[src/design/hbc_pkg.sv]
// Constants, register map and state codes for the bridge host controller.
// Assumes a 125 MHz system clock and a plain strobe-based register port.
package hbc_pkg;

  // ****************************************************************
  // Clock and timing
  // ****************************************************************
  localparam int CLK_HZ            = 125_000_000;
  localparam int CLK_MHZ           = 125;
  localparam int NS_PER_US         = 1000;
  localparam int PWM_FREQ_HZ       = 20_000;
  localparam int PWM_PERIOD_CYC    = CLK_HZ / PWM_FREQ_HZ;
  localparam int TOGGLE_TIME_NS    = 1000;
  localparam int TOGGLE_CYC_RAW    =
    (TOGGLE_TIME_NS * CLK_MHZ + NS_PER_US - 1) / NS_PER_US;
  localparam int TOGGLE_CYC        = (TOGGLE_CYC_RAW < 1) ? 1 : TOGGLE_CYC_RAW;
  localparam int ALL_LOW_DELAY_WINDOW_NS = 1000;
  localparam int ALL_LOW_CYC_RAW   =
    (ALL_LOW_DELAY_WINDOW_NS * CLK_MHZ) / NS_PER_US;
  localparam int ALL_LOW_CYC       = (ALL_LOW_CYC_RAW < 1) ? 1 : ALL_LOW_CYC_RAW;

  localparam int CNT_W             = 16;
  localparam int LEGS              = 2;
  localparam int REL_W             = 4;

  // ****************************************************************
  // Register map
  // ****************************************************************
  localparam logic [7:0] ADDR_CTRL   = 8'h00;
  localparam logic [7:0] ADDR_DUTY   = 8'h04;
  localparam logic [7:0] ADDR_CMD    = 8'h08;
  localparam logic [7:0] ADDR_STATUS = 8'h0C;

  localparam int CTRL_DIR_LSB  = 0;
  localparam int CTRL_EN_LSB   = 2;
  localparam int CMD_RESTART   = 0;
  localparam int CMD_STANDBY   = 1;
  localparam int CMD_WAKE      = 2;
  localparam int ST_DIAG_LSB   = 0;
  localparam int ST_FAULT_LSB  = 2;
  localparam int ST_ELEM_LSB   = 4;

  localparam logic [LEGS-1:0]  DIAG_RESET = 2'h3;
  localparam logic [31:0]      RD_ZERO    = 32'h0000_0000;

  // ****************************************************************
  // Sequencer states
  // ****************************************************************
  typedef enum logic [3:0] {
    ST_RUN     = 4'h1,
    ST_TG_LOW  = 4'h2,
    ST_TG_HIGH = 4'h4,
    ST_STANDBY = 4'h8
  } hbc_state_type;

endpackage : hbc_pkg

[src/design/hbc_sync.sv]
// Three-stage input sampler for the diagnostic lines.
// Assumes inputs are asynchronous to CLK; output moves once stages 2 and 3
// agree.
`timescale 1ns/10ps
module hbc_sync
  import hbc_pkg::*;
#(
  parameter int              WIDTH     = LEGS,
  parameter logic [WIDTH-1:0] RESET_VAL = DIAG_RESET
) (
  input  wire logic             clk,    // System clock
  input  wire logic             ce,     // Clock enable
  input  wire logic             reset,  // Sync reset, high
  input  wire logic [WIDTH-1:0] din,    // Raw pin levels
  output logic      [WIDTH-1:0] dout    // Qualified levels
);

  typedef struct packed {
    logic [WIDTH-1:0] s1;
    logic [WIDTH-1:0] s2;
    logic [WIDTH-1:0] s3;
    logic [WIDTH-1:0] q;
  } hbc_sync_type;

  hbc_sync_type st;
  hbc_sync_type next_st;

  always_comb begin
    next_st    = st;
    next_st.s1 = din;
    next_st.s2 = st.s1;
    next_st.s3 = st.s2;
    for (int i = 0; i < WIDTH; i++) begin
      if (st.s2[i] == st.s3[i]) begin
        next_st.q[i] = st.s3[i];
      end
    end
  end

  always_ff @(posedge clk) begin
    if (reset) begin
      st <= {RESET_VAL, RESET_VAL, RESET_VAL, RESET_VAL};
    end else if (ce) begin
      st <= next_st;
    end
  end

  assign dout = st.q;

endmodule : hbc_sync

[src/design/hbc_top.sv]
// Host-side controller for a full-bridge driver with latched leg faults.
// Assumes external pull-ups on both diagnostic lines and a strobe master.
//
// The register addresses and the strobed register port were decided locally.
`timescale 1ns/10ps

// What this block does
// - Only pull diag low, never drive high
// - Rising direction edge restarts leg
// - Decode faulty element from fault flag and direction register
// - Toggle direction of legs reading zero
// - Then drive all pins low in window
// - Toggle alone clears when already low
// - Hold diag low to park half-bridge
module hbc_top
  import hbc_pkg::*;
#(
  parameter int PWM_PERIOD = PWM_PERIOD_CYC
) (
  input  wire logic        CLK,          // 125 MHz clock
  input  wire logic        CE,           // Clock enable
  input  wire logic        RESET,        // Sync reset, high
  input  wire logic [7:0]  ADDR,         // Register byte address
  input  wire logic [31:0] WDATA,        // Write data
  input  wire logic        WR,           // Write strobe
  input  wire logic        RD,           // Read strobe
  output logic      [31:0] RDATA,        // Read data, cycle after RD
  output logic             DIR_A,        // Leg A direction
  output logic             DIR_B,        // Leg B direction
  output logic             CHOP,         // Low-side chopping
  input  wire logic        DIAG_A_IN,    // Leg A diag level
  output logic             DIAG_A_OUT,   // Leg A drive value
  output logic             DIAG_A_OE_N,  // Leg A pull low, low active
  input  wire logic        DIAG_B_IN,    // Leg B diag level
  output logic             DIAG_B_OUT,   // Leg B drive value
  output logic             DIAG_B_OE_N   // Leg B pull low, low active
);

  // ****************************************************************
  // State
  // ****************************************************************
  typedef struct packed {
    hbc_state_type               state;
    logic [LEGS-1:0]             dir;
    logic [LEGS-1:0]             en;
    logic [CNT_W-1:0]            duty;
    logic [CNT_W-1:0]            pwm_cnt;
    logic [CNT_W-1:0]            tcnt;
    logic [LEGS-1:0]             mask;
    logic                        to_sb;
    logic [LEGS-1:0]             fault;
    logic [LEGS-1:0][REL_W-1:0]  rel;
    logic [LEGS-1:0]             pin_dir;
    logic                        pin_chop;
    logic [LEGS-1:0]             pin_oe_n;
    logic [31:0]                 rdata;
  } hbc_top_type;

  localparam logic [CNT_W-1:0] TOG_LAST = CNT_W'(TOGGLE_CYC - 1);
  localparam logic [CNT_W-1:0] PWM_LAST = CNT_W'(PWM_PERIOD - 1);
  localparam int               SB_WIN   = ALL_LOW_CYC;

  hbc_top_type     st;
  hbc_top_type     next_st;
  logic [LEGS-1:0] diag;
  logic [LEGS-1:0] elem_hs;
  logic [LEGS-1:0] elem_ls;

  hbc_sync #(
    .WIDTH     (LEGS),
    .RESET_VAL (DIAG_RESET)
  ) u_sync (
    .clk   (CLK),
    .ce    (CE),
    .reset (RESET),
    .din   ({DIAG_B_IN, DIAG_A_IN}),
    .dout  (diag)
  );

  // ****************************************************************
  // Next-state logic
  // ****************************************************************
  always_comb begin
    next_st       = st;
    next_st.rdata = RD_ZERO;
    elem_hs       = st.fault & st.dir;
    elem_ls       = st.fault & ~st.dir;

    if (st.pwm_cnt >= PWM_LAST) begin
      next_st.pwm_cnt = '0;
    end else begin
      next_st.pwm_cnt = st.pwm_cnt + 1'b1;
    end

    // Released history hides pull-up rise and sampler lag
    for (int i = 0; i < LEGS; i++) begin
      next_st.rel[i] = {st.rel[i][REL_W-2:0], st.pin_oe_n[i]};
    end

    if (RD) begin
      unique case (ADDR)
        ADDR_CTRL: begin
          next_st.rdata[CTRL_DIR_LSB +: LEGS] = st.dir;
          next_st.rdata[CTRL_EN_LSB +: LEGS]  = st.en;
        end
        ADDR_DUTY:   next_st.rdata[CNT_W-1:0] = st.duty;
        ADDR_CMD:    next_st.rdata[3:0] = st.state;
        ADDR_STATUS: begin
          next_st.rdata[ST_DIAG_LSB +: LEGS]  = diag;
          next_st.rdata[ST_FAULT_LSB +: LEGS] = st.fault;
          next_st.rdata[ST_ELEM_LSB +: 4]     =
            {elem_ls[1], elem_hs[1], elem_ls[0], elem_hs[0]};
        end
        default:     next_st.rdata = RD_ZERO;
      endcase
    end

    if (WR) begin
      unique case (ADDR)
        ADDR_CTRL: begin
          next_st.dir = WDATA[CTRL_DIR_LSB +: LEGS];
          next_st.en  = WDATA[CTRL_EN_LSB +: LEGS];
        end
        ADDR_DUTY:   next_st.duty = WDATA[CNT_W-1:0];
        ADDR_STATUS: next_st.fault = st.fault & ~WDATA[ST_FAULT_LSB +: LEGS];
        ADDR_CMD: begin
          if (st.state == ST_RUN &&
              (WDATA[CMD_RESTART] || WDATA[CMD_STANDBY])) begin
            next_st.state = ST_TG_LOW;
            next_st.mask  = ~diag;
            next_st.to_sb = WDATA[CMD_STANDBY];
            next_st.tcnt  = TOG_LAST;
          end else if (st.state == ST_STANDBY && WDATA[CMD_WAKE]) begin
            next_st.state = ST_RUN;
          end
        end
        default: ;
      endcase
    end

    // Device pulled a released line low; set wins over clear
    for (int i = 0; i < LEGS; i++) begin
      if (&st.rel[i] && !diag[i]) begin
        next_st.fault[i] = 1'b1;
      end
    end

    unique case (st.state)
      ST_RUN, ST_STANDBY: ;
      ST_TG_LOW: begin
        next_st.tcnt = st.tcnt - 1'b1;
        if (st.tcnt == '0) begin
          next_st.state = ST_TG_HIGH;
          next_st.tcnt  = TOG_LAST;
        end
      end
      ST_TG_HIGH: begin
        next_st.tcnt = st.tcnt - 1'b1;
        if (st.tcnt == '0) begin
          next_st.state = st.to_sb ? ST_STANDBY : ST_RUN;
        end
      end
    endcase

    // Pin values follow the state being entered
    next_st.pin_chop = (st.pwm_cnt < st.duty);
    next_st.pin_oe_n = next_st.en;
    unique case (next_st.state)
      ST_RUN:    next_st.pin_dir = next_st.dir;
      ST_TG_LOW: next_st.pin_dir = st.pin_dir & ~next_st.mask;
      ST_TG_HIGH: next_st.pin_dir = st.pin_dir | next_st.mask;
      ST_STANDBY: begin
        next_st.pin_dir  = '0;
        next_st.pin_chop = 1'b0;
        next_st.pin_oe_n = '0;
      end
    endcase
  end

  always_ff @(posedge CLK) begin
    if (RESET) begin
      st       <= '0;
      st.state <= ST_RUN;
    end else if (CE) begin
      st <= next_st;
    end
  end

  // ****************************************************************
  // Outputs
  // ****************************************************************
  assign RDATA       = st.rdata;
  assign DIR_A       = st.pin_dir[0];
  assign DIR_B       = st.pin_dir[1];
  assign CHOP        = st.pin_chop;
  assign DIAG_A_OUT  = 1'b0;
  assign DIAG_B_OUT  = 1'b0;
  assign DIAG_A_OE_N = st.pin_oe_n[0];
  assign DIAG_B_OE_N = st.pin_oe_n[1];

  // ****************************************************************
  // Assertions
  // ****************************************************************
  no_high_drive_a: assert property (@(posedge CLK) disable iff (RESET)
    (!DIAG_A_OE_N || !DIAG_B_OE_N) |-> !(DIAG_A_OUT || DIAG_B_OUT))
    else $error("diag line driven high");

  park_low_a: assert property (@(posedge CLK) disable iff (RESET)
    (CE && next_st.state == ST_RUN && !next_st.en[0])
    |=> !DIAG_A_OE_N)
    else $error("disabled leg A not pulled low");

  mask_low_a: assert property (@(posedge CLK) disable iff (RESET)
    (st.state == ST_TG_LOW && st.mask[1]) |-> !DIR_B)
    else $error("masked leg B direction not low");

  toggle_rise_a: assert property (@(posedge CLK) disable iff (RESET)
    (CE && st.state == ST_TG_LOW && st.tcnt == '0 && st.mask[0])
    |=> $rose(DIR_A))
    else $error("leg A direction did not rise");

  sb_window_a: assert property (@(posedge CLK) disable iff (RESET)
    (CE && st.state == ST_TG_HIGH && st.to_sb && st.tcnt == '0)
    |-> ##[1:SB_WIN] (!DIR_A && !DIR_B && !CHOP &&
                      !DIAG_A_OE_N && !DIAG_B_OE_N))
    else $error("pins not all low within window");

  standby_low_a: assert property (@(posedge CLK) disable iff (RESET)
    (st.state == ST_STANDBY && $past(st.state) == ST_STANDBY)
    |-> (!DIR_A && !DIR_B && !CHOP && !DIAG_A_OE_N && !DIAG_B_OE_N))
    else $error("standby pins not low");

  fault_set_a: assert property (@(posedge CLK) disable iff (RESET)
    (CE && (&st.rel[0]) && !diag[0]) |=> st.fault[0])
    else $error("leg A fault not latched");

  chop_zero_a: assert property (@(posedge CLK) disable iff (RESET)
    (CE && st.duty == '0 && next_st.state == ST_RUN) |=> !CHOP)
    else $error("chop high with zero duty");

  read_once_a: assert property (@(posedge CLK) disable iff (RESET)
    (CE && !RD) |=> (RDATA == RD_ZERO))
    else $error("read data outside read slot");

endmodule : hbc_top

[config.mk]
export PLATFORM = sky130hd
export DESIGN_NAME = hbc_top
export DESIGN_NICKNAME = d
export VERILOG_FILES = /design/src/design/hbc_pkg.sv /design/src/design/hbc_sync.sv /design/src/design/hbc_top.sv
export SDC_FILE = /design/constraint.sdc
export NUM_CORES = 1
export LEC_CHECK = 0
export BUFFER_PORTS_ARGS = -buffer_cell sky130_fd_sc_hd__buf_2
export CELL_PAD_IN_SITES_DETAIL_PLACEMENT = 1
export CELL_PAD_IN_SITES_GLOBAL_PLACEMENT = 2
export CORE_MARGIN = 2
export CORE_UTILIZATION = 28
export CTS_BUF_LIST = sky130_fd_sc_hd__clkbuf_4
export CTS_CLUSTER_SIZE = 24
export DETAILED_ROUTE_END_ITERATION = 10
export GPL_TIMING_DRIVEN = 0
export PLACE_DENSITY = 0.77
export SLEW_MARGIN = 40
export SYNTH_ARGS = -nofsm -noshare
export SYNTH_HDL_FRONTEND = slang
export SYNTH_HIERARCHICAL = 1
export SYNTH_SLANG_ARGS = --single-unit
[constraint.sdc]
create_clock -name CLK -period 3.4 [get_ports CLK]
set_clock_uncertainty 0.2 [all_clocks]
set_input_delay 0.68 -clock CLK [delete_from_list [all_inputs] [get_ports CLK]]
set_output_delay 0.68 -clock CLK [all_outputs]
set_load 0.01 [all_outputs]
==> results of run 1 <==
synth_stat cells (3+ instances only):
| library cell | n | area share, % |
|---|---|---|
| dfxtp_1 | 98 | 37 |
| nor2_1 | 75 | 5.4 |
| nand2_1 | 60 | 4.3 |
| a21oi_1 | 46 | 4.4 |
| buf_4 | 36 | 5.2 |
| inv_1 | 25 | 1.8 |
| ha_1 | 19 | 4.5 |
| mux2i_1 | 19 | 3.6 |
| nand3_1 | 17 | 1.6 |
| o21ai_0 | 15 | 1.4 |
| xor2_1 | 15 | 2.5 |
| clkbuf_1 | 13 | 0.93 |
| a22oi_1 | 12 | 1.7 |
| nand4_1 | 11 | 1.3 |
| nor2b_1 | 11 | 1.3 |
| nor3_1 | 9 | 0.86 |
| xnor2_1 | 9 | 1.5 |
| o21bai_1 | 7 | 1.0 |
| a21o_1 | 6 | 0.86 |
| and3_1 | 6 | 0.72 |
| nor4_1 | 6 | 0.72 |
| or3_1 | 6 | 0.72 |
| buf_2 | 5 | 0.48 |
| a211o_2 | 4 | 0.76 |
| buf_6 | 4 | 0.86 |
| mux4_2 | 4 | 1.7 |
| nand2b_1 | 4 | 0.48 |
| nor3_2 | 4 | 0.76 |
| a22o_1 | 3 | 0.50 |
| a311oi_1 | 3 | 0.50 |
| nand3b_1 | 3 | 0.43 |
| nor4_4 | 3 | 1.2 |
| o31a_1 | 3 | 0.50 |
routing by layer:
layer  GRT usage, %  part of all wire [%]  vias up
met5              0                     0        -
met4           3.11                   1.1        0
met3           3.70                   2.9       12
met2           26.1                    50       57
met1           18.7                    46     2155
li1               -                     -     2191
flip-flops by register name (all words and copies together), names as in the netlist, 2 cells and up:
name and cells:
u_sync/st 2, u_sync/next_st 4, st 63, RDATA 16
next_st 6, u_sync/dout 2
stage by stage:
stage	instances	hold WS [ns]	cell area [sq um]	setup slack [ns]
after CTS	917	0.146	5940	0.765
after detailed placement	902	0.248	5840	0.370
after global routing	918	0.142	5950	0.608
after global placement	902	0.238	5840	0.406
after floorplan	619	0.227	5300	0.895
final	918	0.184	5950	0.755
power breakdown:
| part | switching (mW) | leakage [nW] | total, mW | internal (mW) |
|---|---|---|---|---|
| combinational | 0.0972 | 1.56 | 0.163 | 0.0656 |
| sequential | 0.00826 | 0.791 | 1.17 | 1.16 |
| clock | 0.410 | 0.0505 | 0.550 | 0.140 |
| total | 0.515 | 2.40 | 1.88 | 1.36 |
worst paths after layout:
path	startpoint	to	depth (start not counted)
max	st[50]	DIAG_B_OE_N	8
min	DIAG_A_IN	u_sync/next_st[4]	2
max reg2reg	st[50]	DIAG_B_OE_N	8
min reg2reg	st[87]	st[87]	2
area by class of cell:
cell class	instances	area [sq um]
fillers	2227	12600
multi-input cells	435	2830
flip-flops and latches	98	1960
plain buffers	61	417
well taps	234	293
repair buffers	49	245
inverters	25	93.8
clock buffers	9	67.6
clock inverters	6	35.0
diodes	1	2.50
critical path, stage by stage, from the launching register on:
cell	delay (ns)
dfxtp_1	0.35
inv_1	0.09
ha_1	0.22
nor4b_1	0.37
nand4_1	0.24
or4_1	0.45
a21boi_1	0.19
a311oi_2	0.32
a22o_1	0.18
kinds of logic (layout without fill, tap and decap cells):
kind of cell | Yosys count | count (layout) | synth area share (%)
buffers and inverters | 86 | 150 | 9.75
other | 1 | 19 | 0.0716
flip-flops | 98 | 98 | 37.5
multiplexers | 25 | 25 | 5.78
AND/OR/NAND/NOR | 232 | 232 | 23.0
adder cells (fa/ha/maj) | 19 | 19 | 4.54
XOR/XNOR | 24 | 24 | 4.01
AO/OA/AOI/OAI | 117 | 117 | 15.4
==> out/summary.txt, run 1 <==
result of the run -> finished clean
minimum setup slack among reg-to-reg paths -> 0.76 ns
setup repair after global routing missed its margin -> no
worst-path maximum fanout -> 4
Max IR drop VDD -> 193 uV
cell count after synthesis -> 602
average via count per standard cell -> 4.81
Post CTS Setup Buffer Count -> 0
core area -> 0.0185 sq mm
post-route total power -> 1.88 mW
quantity of I/O buffers inserted on ports -> 49
Std-Cell Rows -> 50
max_cap viols -> 0
post-synthesis async set-or-reset flop share -> 0%
clock tree from TritonCTS -> done
Yosys cell types -> 66
Clock transition at path regs -> 0.15 ns
data required time of the critical path -> 3.65 ns
Total GRT Usage -> 14.9%
final weighted congestion in routability-driven placement -> 0.794
register bit total from synthesis -> 98
average instance area after synthesis -> 8.70 sq um
post-detailed-routing wire length -> 14,400 um
number of global-route vias before repair -> 4,484
Yosys warning total -> 6
Max-Slew Margin vs Limit -> 53.5%
Routed wire per std cell -> 15.7 um
data arrival at the endpoint of the critical path -> 2.89 ns
Setup Crit Path Kind -> reg -> reg
deepest clock path buffer count -> 2
Clock Root Buffer -> clkbuf_4
wire length of the first global-routing pass -> 23,400 um
leakage power -> 2.40 nW
Power per Cell Area -> 316 mW/mm^2
sequential fraction of the synthesis area -> 37.5%
highest clock frequency the design can meet -> 378 MHz
count of vias placed by the detailed router -> 4,415
most used cells in the layout excluding fill and tap cells -> dfxtp_1, nor2_1, nand2_1
die footprint -> 0.0198 sq mm
global route total overflow -> 0
setup total negative slack -> 0 ns
number of antenna violations at the first check in global routing -> 1
Die X -> 141 um
effective utilization at floorplan -> 28.3%
number of enable-type register cells in the synthesized netlist -> 0
total standard cell area after synthesis -> 0.00524 sq mm
core utilization of the finished layout -> 32.1%
Final Setup Violations -> 0
type of destination of the critical path -> flop
H-tree depth -> 3
P&R area growth vs syn -> 13.6%
DRC errors left -> 0
fraction of layout instances using a drive strength above 1 -> 20.8%
final critical-path share of the clock period -> 77.8%
total clock sinks -> 98
Max Transition Viols Final -> 0
pin slew with the least headroom to its limit -> 0.697 ns
critical path launch point type -> flop
die outline height -> 141 um
source-to-sink clock delay at the later pin of the worst-skew pair -> 0.50 ns
post-cts gate resize count -> 0
most used flip-flop cell after synthesis -> dfxtp_1
hold violation count in the final report -> 0
post-layout net count -> 745
leading cell type in the layout, fill and taps excluded -> dfxtp_1
CTS Hold Bufs -> 0
maximum number of pins on one net before global-route repair -> 16
Initial DRT Pass Iterations -> 4
hold crit path type -> in -> reg
HPWL Detailed -> 11,200 um
Inserted Clock Buffers -> 9
minimum clock period -> 2.64 ns
I/O pin count -> 86
Starting DRT DRC Count -> 163
Detail Route Antenna Nets -> 0
Power figures use the tool's default switching activity.
==> inputs of run 2 (changes only) <==
--- a/config.mk
+++ b/config.mk
@@ -14,7 +14,7 @@
 export CTS_CLUSTER_SIZE = 24
 export DETAILED_ROUTE_END_ITERATION = 10
 export GPL_TIMING_DRIVEN = 0
-export PLACE_DENSITY = 0.77
+export PLACE_DENSITY = 0.79
 export SLEW_MARGIN = 40
 export SYNTH_ARGS = -nofsm -noshare
 export SYNTH_HDL_FRONTEND = slang
==> constraint.sdc (replaced) <==
create_clock -name CLK -period 2.15 [get_ports CLK]
set_clock_uncertainty 0.2 [all_clocks]
set_input_delay 0.43 -clock CLK [delete_from_list [all_inputs] [get_ports CLK]]
set_output_delay 0.43 -clock CLK [all_outputs]
set_load 0.01 [all_outputs]
==> out/summary.txt, run 2 (synthesis gave the netlist of run 1 again) <==
result of the run -> complete, but fails checks
violated checks -> negative setup slack
critical path launch point type -> flop
global route total overflow -> 0
Worst Setup Slack post-DPL -> -0.522 ns
core utilization of the finished layout -> 36.7%
post-detailed-routing wire length -> 16,200 um
fin area -> 0.00680 sq mm
crit-path leading delay family -> simple AND/OR/NAND/NOR gates
CP cell instances -> nor4_4 > nand4_1 > or4_1 > a21boi_4 > a311oi_2 > a22o_1
Biggest register -> st
number of antenna violations at the first check in global routing -> 0
maximum number of pins on one net before global-route repair -> 17
leakage power -> 2.80 nW
die outline height -> 141 um
hold crit path type -> in -> reg
post-route total power -> 3.21 mW
Hold Crit Endpoint -> st[82]
met1 Track Usage GR -> 19.5%
minimum setup slack in the final design -> -0.223 ns
data required time of the critical path -> 2.38 ns
setup repair after global routing missed its margin -> yes
most used cells in the layout excluding fill and tap cells -> dfxtp_1, buf_4, nor2_1
ant diodes -> 0
delay of the slowest cell on the worst path -> 0.44 ns
number of global-route vias before repair -> 4,974
Max Transition Viols Final -> 0
die footprint -> 0.0198 sq mm
leading cell type in the layout, fill and taps excluded -> dfxtp_1
highest clock frequency the design can meet -> 421 MHz
flip-flop count of the largest register after layout -> 63
Setup Crit Path Kind -> reg -> reg
count of vias placed by the detailed router -> 4,742
quantity of I/O buffers inserted on ports -> 49
data arrival at the endpoint of the critical path -> 2.60 ns
HPWL Detailed -> 11,300 um
GR peak layer -> met2
minimum clock period -> 2.37 ns
Clock transition at path regs -> 0.17 ns
max_cap viols -> 0
Detail Route Antenna Nets -> 0
Power per Cell Area -> 471 mW/mm^2
wire length of the first global-routing pass -> 25,300 um
final critical-path share of the clock period -> 110%
total clock sinks -> 98
post-layout net count -> 803
Inserted Clock Buffers -> 9
core area -> 0.0185 sq mm
pin slew with the least headroom to its limit -> 0.730 ns
worst hold start -> WDATA[0]
Std-Cell Rows -> 50
fraction of layout instances using a drive strength above 1 -> 32.2%
worst-case reg-to-reg path depth -> 6
P&R area growth vs syn -> 29.9%
minimum setup slack among reg-to-reg paths -> -0.22 ns
critical register-to-register path endpoint -> DIAG_A_OE_N
Placement Cell Area -> 0.00586 sq mm
Initial DRT Pass Iterations -> 4
Starting DRT DRC Count -> 182
R2R Path Start -> st[56]
combined buffer and inverter count along the critical path -> 0
DRC errors left -> 0
average via count per standard cell -> 4.86
standard cell with the maximum stage delay on the critical path -> or4_1
Clock Root Buffer -> clkbuf_4
Die X -> 141 um
I/O pin count -> 86
effective utilization at floorplan -> 28.3%
GR Util met2 -> 29.2%
count of fill cells added during filler insertion -> 2,206
deepest clock path buffer count -> 2
Routed wire per std cell -> 16.6 um
setup total negative slack -> -2.26 ns
clock tree from TritonCTS -> done
Max-Slew Margin vs Limit -> 51.4%
Max IR drop VDD -> 241 uV
Final Setup Violations -> 35
Total GRT Usage -> 16.1%
type of destination of the critical path -> flop
Hold Path Depth -> 3
final weighted congestion in routability-driven placement -> 0.839
hold violation count in the final report -> 0
source-to-sink clock delay at the later pin of the worst-skew pair -> 0.50 ns
worst-path maximum fanout -> 6
H-tree depth -> 3
met3 demand-to-capacity share in global routing -> 2.96%
-- run 2: worst min-delay path: stages --
cell	delay [ns]
buf_2	0.14
nand2_1	0.07
a21oi_1	0.07
-- run 2: timing repair --
item / CTS / global route
buffers inserted: 21 / 20
gates resized for setup: 43 / 50
endpoints found under the hold margin: 17 / 0
pin swaps: 14 / 32
gates cloned: 2 / 0
setup endpoints to repair: 37 / 48
hold buffers: 16 / 0
-- run 2: worst max path at each step --
| stage | start | slack (ns) | to | depth (start not counted) |
|---|---|---|---|---|
| 5_1_grt | st[53] | -0.35 | DIAG_B_OE_N | 6 |
| 6_report | st[56] | -0.22 | DIAG_A_OE_N | 6 |
| 2_1_floorplan | ADDR[2] | -0.08 | DIR_B | 9 |
| 4_1_cts | st[61] | -0.21 | DIR_A | 7 |
| 3_3_place_gp | ADDR[1] | -0.60 | st[87] | 7 |
| 3_5_place_dp | CE | -0.52 | st[103] | 6 |
-- run 2: metrics by stage --
step           hold slack (ns)  instances
2_1_floorplan            0.227        619
3_3_place_gp             0.238        902
3_5_place_dp             0.254        902
4_1_cts                0.00598        957
5_1_grt                 0.0312        976
6_report                0.0624        976
-- run 2: layer usage --
metal  part of all wire (%)  vias up  wire length [um]
met4                    1.4        0               227
met2                     52      105              8420
li1                       -     2312                 -
met5                      0        -                 0
met3                    4.0       20               646
met1                     43     2305              6920
-- run 2: power by group --
part | total [mW] | internal (mW) | switching, mW
Sequential | 1.84 | 1.83 | 0.0155
Combinational | 0.336 | 0.159 | 0.177
Clock | 1.03 | 0.353 | 0.677
Total | 3.21 | 2.34 | 0.869
-- run 2: final cells by class --
cell class | count | area [sq um] | area share [%]
buffer | 60 | 432 | 6.34
clock buffer | 9 | 67.6 | 0.993
clock inverter | 7 | 68.8 | 1.01
inverter | 25 | 101 | 1.49
multi-input combinational | 435 | 3090 | 45.4
sequential | 98 | 1990 | 29.2
tap | 234 | 293 | 4.30
timing repair buffer | 108 | 764 | 11.2
==> inputs of run 3 (changes only) <==
--- a/config.mk
+++ b/config.mk
@@ -5,7 +5,7 @@
 export SDC_FILE = /design/constraint.sdc
 export NUM_CORES = 1
 export LEC_CHECK = 0
-export BUFFER_PORTS_ARGS = -buffer_cell sky130_fd_sc_hd__buf_2
+export BUFFER_PORTS_ARGS = -buffer_cell sky130_fd_sc_hd__buf_4
 export CELL_PAD_IN_SITES_DETAIL_PLACEMENT = 1
 export CELL_PAD_IN_SITES_GLOBAL_PLACEMENT = 2
 export CORE_MARGIN = 2
@@ -15,6 +15,7 @@
 export DETAILED_ROUTE_END_ITERATION = 10
 export GPL_TIMING_DRIVEN = 0
 export PLACE_DENSITY = 0.79
+export REMOVE_ABC_BUFFERS = 1
 export SLEW_MARGIN = 40
 export SYNTH_ARGS = -nofsm -noshare
 export SYNTH_HDL_FRONTEND = slang
==> out/summary.txt, run 3 (synthesis gave the netlist of run 1 again) <==
result of the run -> complete, but fails checks
violated checks -> negative setup slack
number of antenna violations at the first check in global routing -> 0
average via count per standard cell -> 4.89
switching power -> 0.807 mW
post-detailed-routing wire length -> 14,600 um
setup repair after global routing missed its margin -> yes
critical path launch point type -> flop
Initial DRT Pass Iterations -> 4
wire length of the first global-routing pass -> 23,600 um
standard cell with the maximum stage delay on the critical path -> dfxtp_2
crit-path leading delay family -> simple AND/OR/NAND/NOR gates
global route total overflow -> 0
hold crit path type -> in -> reg
effective utilization at floorplan -> 28.3%
CP cell instances -> inv_2 > ha_4 > nand2b_4 > or3_4 > nor4_4 > mux2i_2 > mux2i_1 > o31a_1 > o31ai_2
count of fill cells added during filler insertion -> 2,186
Power per Cell Area -> 488 mW/mm^2
Max Transition Viols Final -> 0
Total GRT Usage -> 14.8%
proportion of power drawn by combinational gates -> 8.9%
clock network fraction of total power -> 31.6%
most used cells in the layout excluding fill and tap cells -> dfxtp_1, nor2_1, buf_4
I/O pin count -> 86
total clock sinks -> 98
count of vias placed by the detailed router -> 4,422
leakage power -> 2.48 nW
worst-path maximum fanout -> 4
P_int -> 2.29 mW
area used by sequential logic in the layout -> 0.00199 sq mm
Final Setup Violations -> 21
GR Util met2 -> 26.7%
Starting DRT DRC Count -> 180
highest clock frequency the design can meet -> 425 MHz
Routed wire per std cell -> 16.1 um
Biggest register -> st
switching fraction of total power -> 26.0%
delay of the slowest cell on the worst path -> 0.37 ns
data required time of the critical path -> 2.37 ns
final critical-path share of the clock period -> 110%
core area -> 0.0185 sq mm
Max IR drop VDD -> 284 uV
met1 Track Usage GR -> 17.8%
GR peak layer -> met2
quantity of I/O buffers inserted on ports -> 51
fraction of layout instances using a drive strength above 1 -> 24.2%
max_cap viols -> 0
data arrival at the endpoint of the critical path -> 2.58 ns
ant diodes -> 0
Clock transition at path regs -> 0.15 ns
post-layout net count -> 731
post-route total power -> 3.10 mW
source-to-sink clock delay at the later pin of the worst-skew pair -> 0.49 ns
leading cell type in the layout, fill and taps excluded -> dfxtp_1
Max-Slew Margin vs Limit -> 44.0%
met3 demand-to-capacity share in global routing -> 4.01%
Inserted Clock Buffers -> 9
number of global-route vias before repair -> 4,634
type of destination of the critical path -> flop
hold violation count in the final report -> 0
combined buffer and inverter count along the critical path -> 1
minimum setup slack in the final design -> -0.205 ns
Die X -> 141 um
deepest clock path buffer count -> 2
Std-Cell Rows -> 50
Setup Crit Path Kind -> reg -> reg
die outline height -> 141 um
maximum number of pins on one net before global-route repair -> 74
final weighted congestion in routability-driven placement -> 0.816
Clock Root Buffer -> clkbuf_4
pin slew with the least headroom to its limit -> 0.839 ns
setup total negative slack -> -1.89 ns
Detail Route Antenna Nets -> 0
DRC errors left -> 0
flip-flop count of the largest register after layout -> 63
clock tree from TritonCTS -> done
HPWL Detailed -> 10,100 um
H-tree depth -> 3
die footprint -> 0.0198 sq mm
combined area of the multi-input logic cells -> 0.00305 sq mm
part of the power in registers -> 59.4%
P&R area growth vs syn -> 21.3%
minimum clock period -> 2.36 ns
## run 3: cell types whose count changed in the layout (fill, tap and decap cells not counted), moves of 4 or more
cell / delta
nor2_1: +4
buf_2: -53
clkbuf_1: -11
dlygate4sd3_1: +4
buf_6: -8
## run 3: power groups by stage
stage | Clock, mW | Combinational [mW] | Sequential [mW]
2_1_floorplan | 0 | 0.101 | 1.88
3_3_place_gp | 0 | 0.216 | 1.88
3_5_place_dp | 0 | 0.222 | 1.89
4_1_cts | 1.03 | 0.262 | 1.84
5_1_grt | 1.12 | 0.303 | 1.85
6_report | 0.981 | 0.277 | 1.84
## run 3: timing repair
item / in CTS / in global routing
pin swaps: 24 / 22
hold endpoints to repair: 17 / 5
gates resized for setup: 43 / 23
endpoints found under the setup margin: 46 / 48
hold buffers: 16 / 4
buffers inserted: 15 / 9
## run 3: layout make-up
class,count,share of cell area [%]
multi-input combinational,435,48.0
sequential,98,31.3
timing repair buffer,96,12.6
tap,234,4.61
inverter,25,1.48
clock buffer,9,1.06
clock inverter,7,0.946
## run 3: worst paths after layout
check	from	endpoint	slack [ns]	cells after the start
worst max-delay path	st[51]	DIR_A	-0.21	9
worst min-delay path	WDATA[0]	DIR_A	0.16	3
worst max register to register	st[51]	DIR_A	-0.21	9
worst min register to register	st[88]	st[88]	0.27	2
## run 3: layer usage
metal | wire length (um) | vias to the layer above
li1 | - | 2165
met1 | 6390 | 2159
met4 | 129 | 0
met5 | 0 | -
met2 | 7510 | 86
met3 | 539 | 12
## run 3: worst min-delay path, cell delays in order
cell,delay [ns]
buf_4,0.12
mux2i_1,0.10
o31ai_2,0.18
## run 3: through the flow
stage                     area, sq um  util [%]  hold WS [ns]  setup WS [ns]  std cells
after floorplan                  4880         -         0.226         -0.201        558
after global placement           5560      30.0         0.239          -1.19        843
after detailed placement         5580      30.1         0.247         -0.807        845
after CTS                        6170      33.3      0.000808         -0.235        892
after global routing             6350      34.3         0.121         -0.304        904
final                            6350      34.3         0.160         -0.205        904
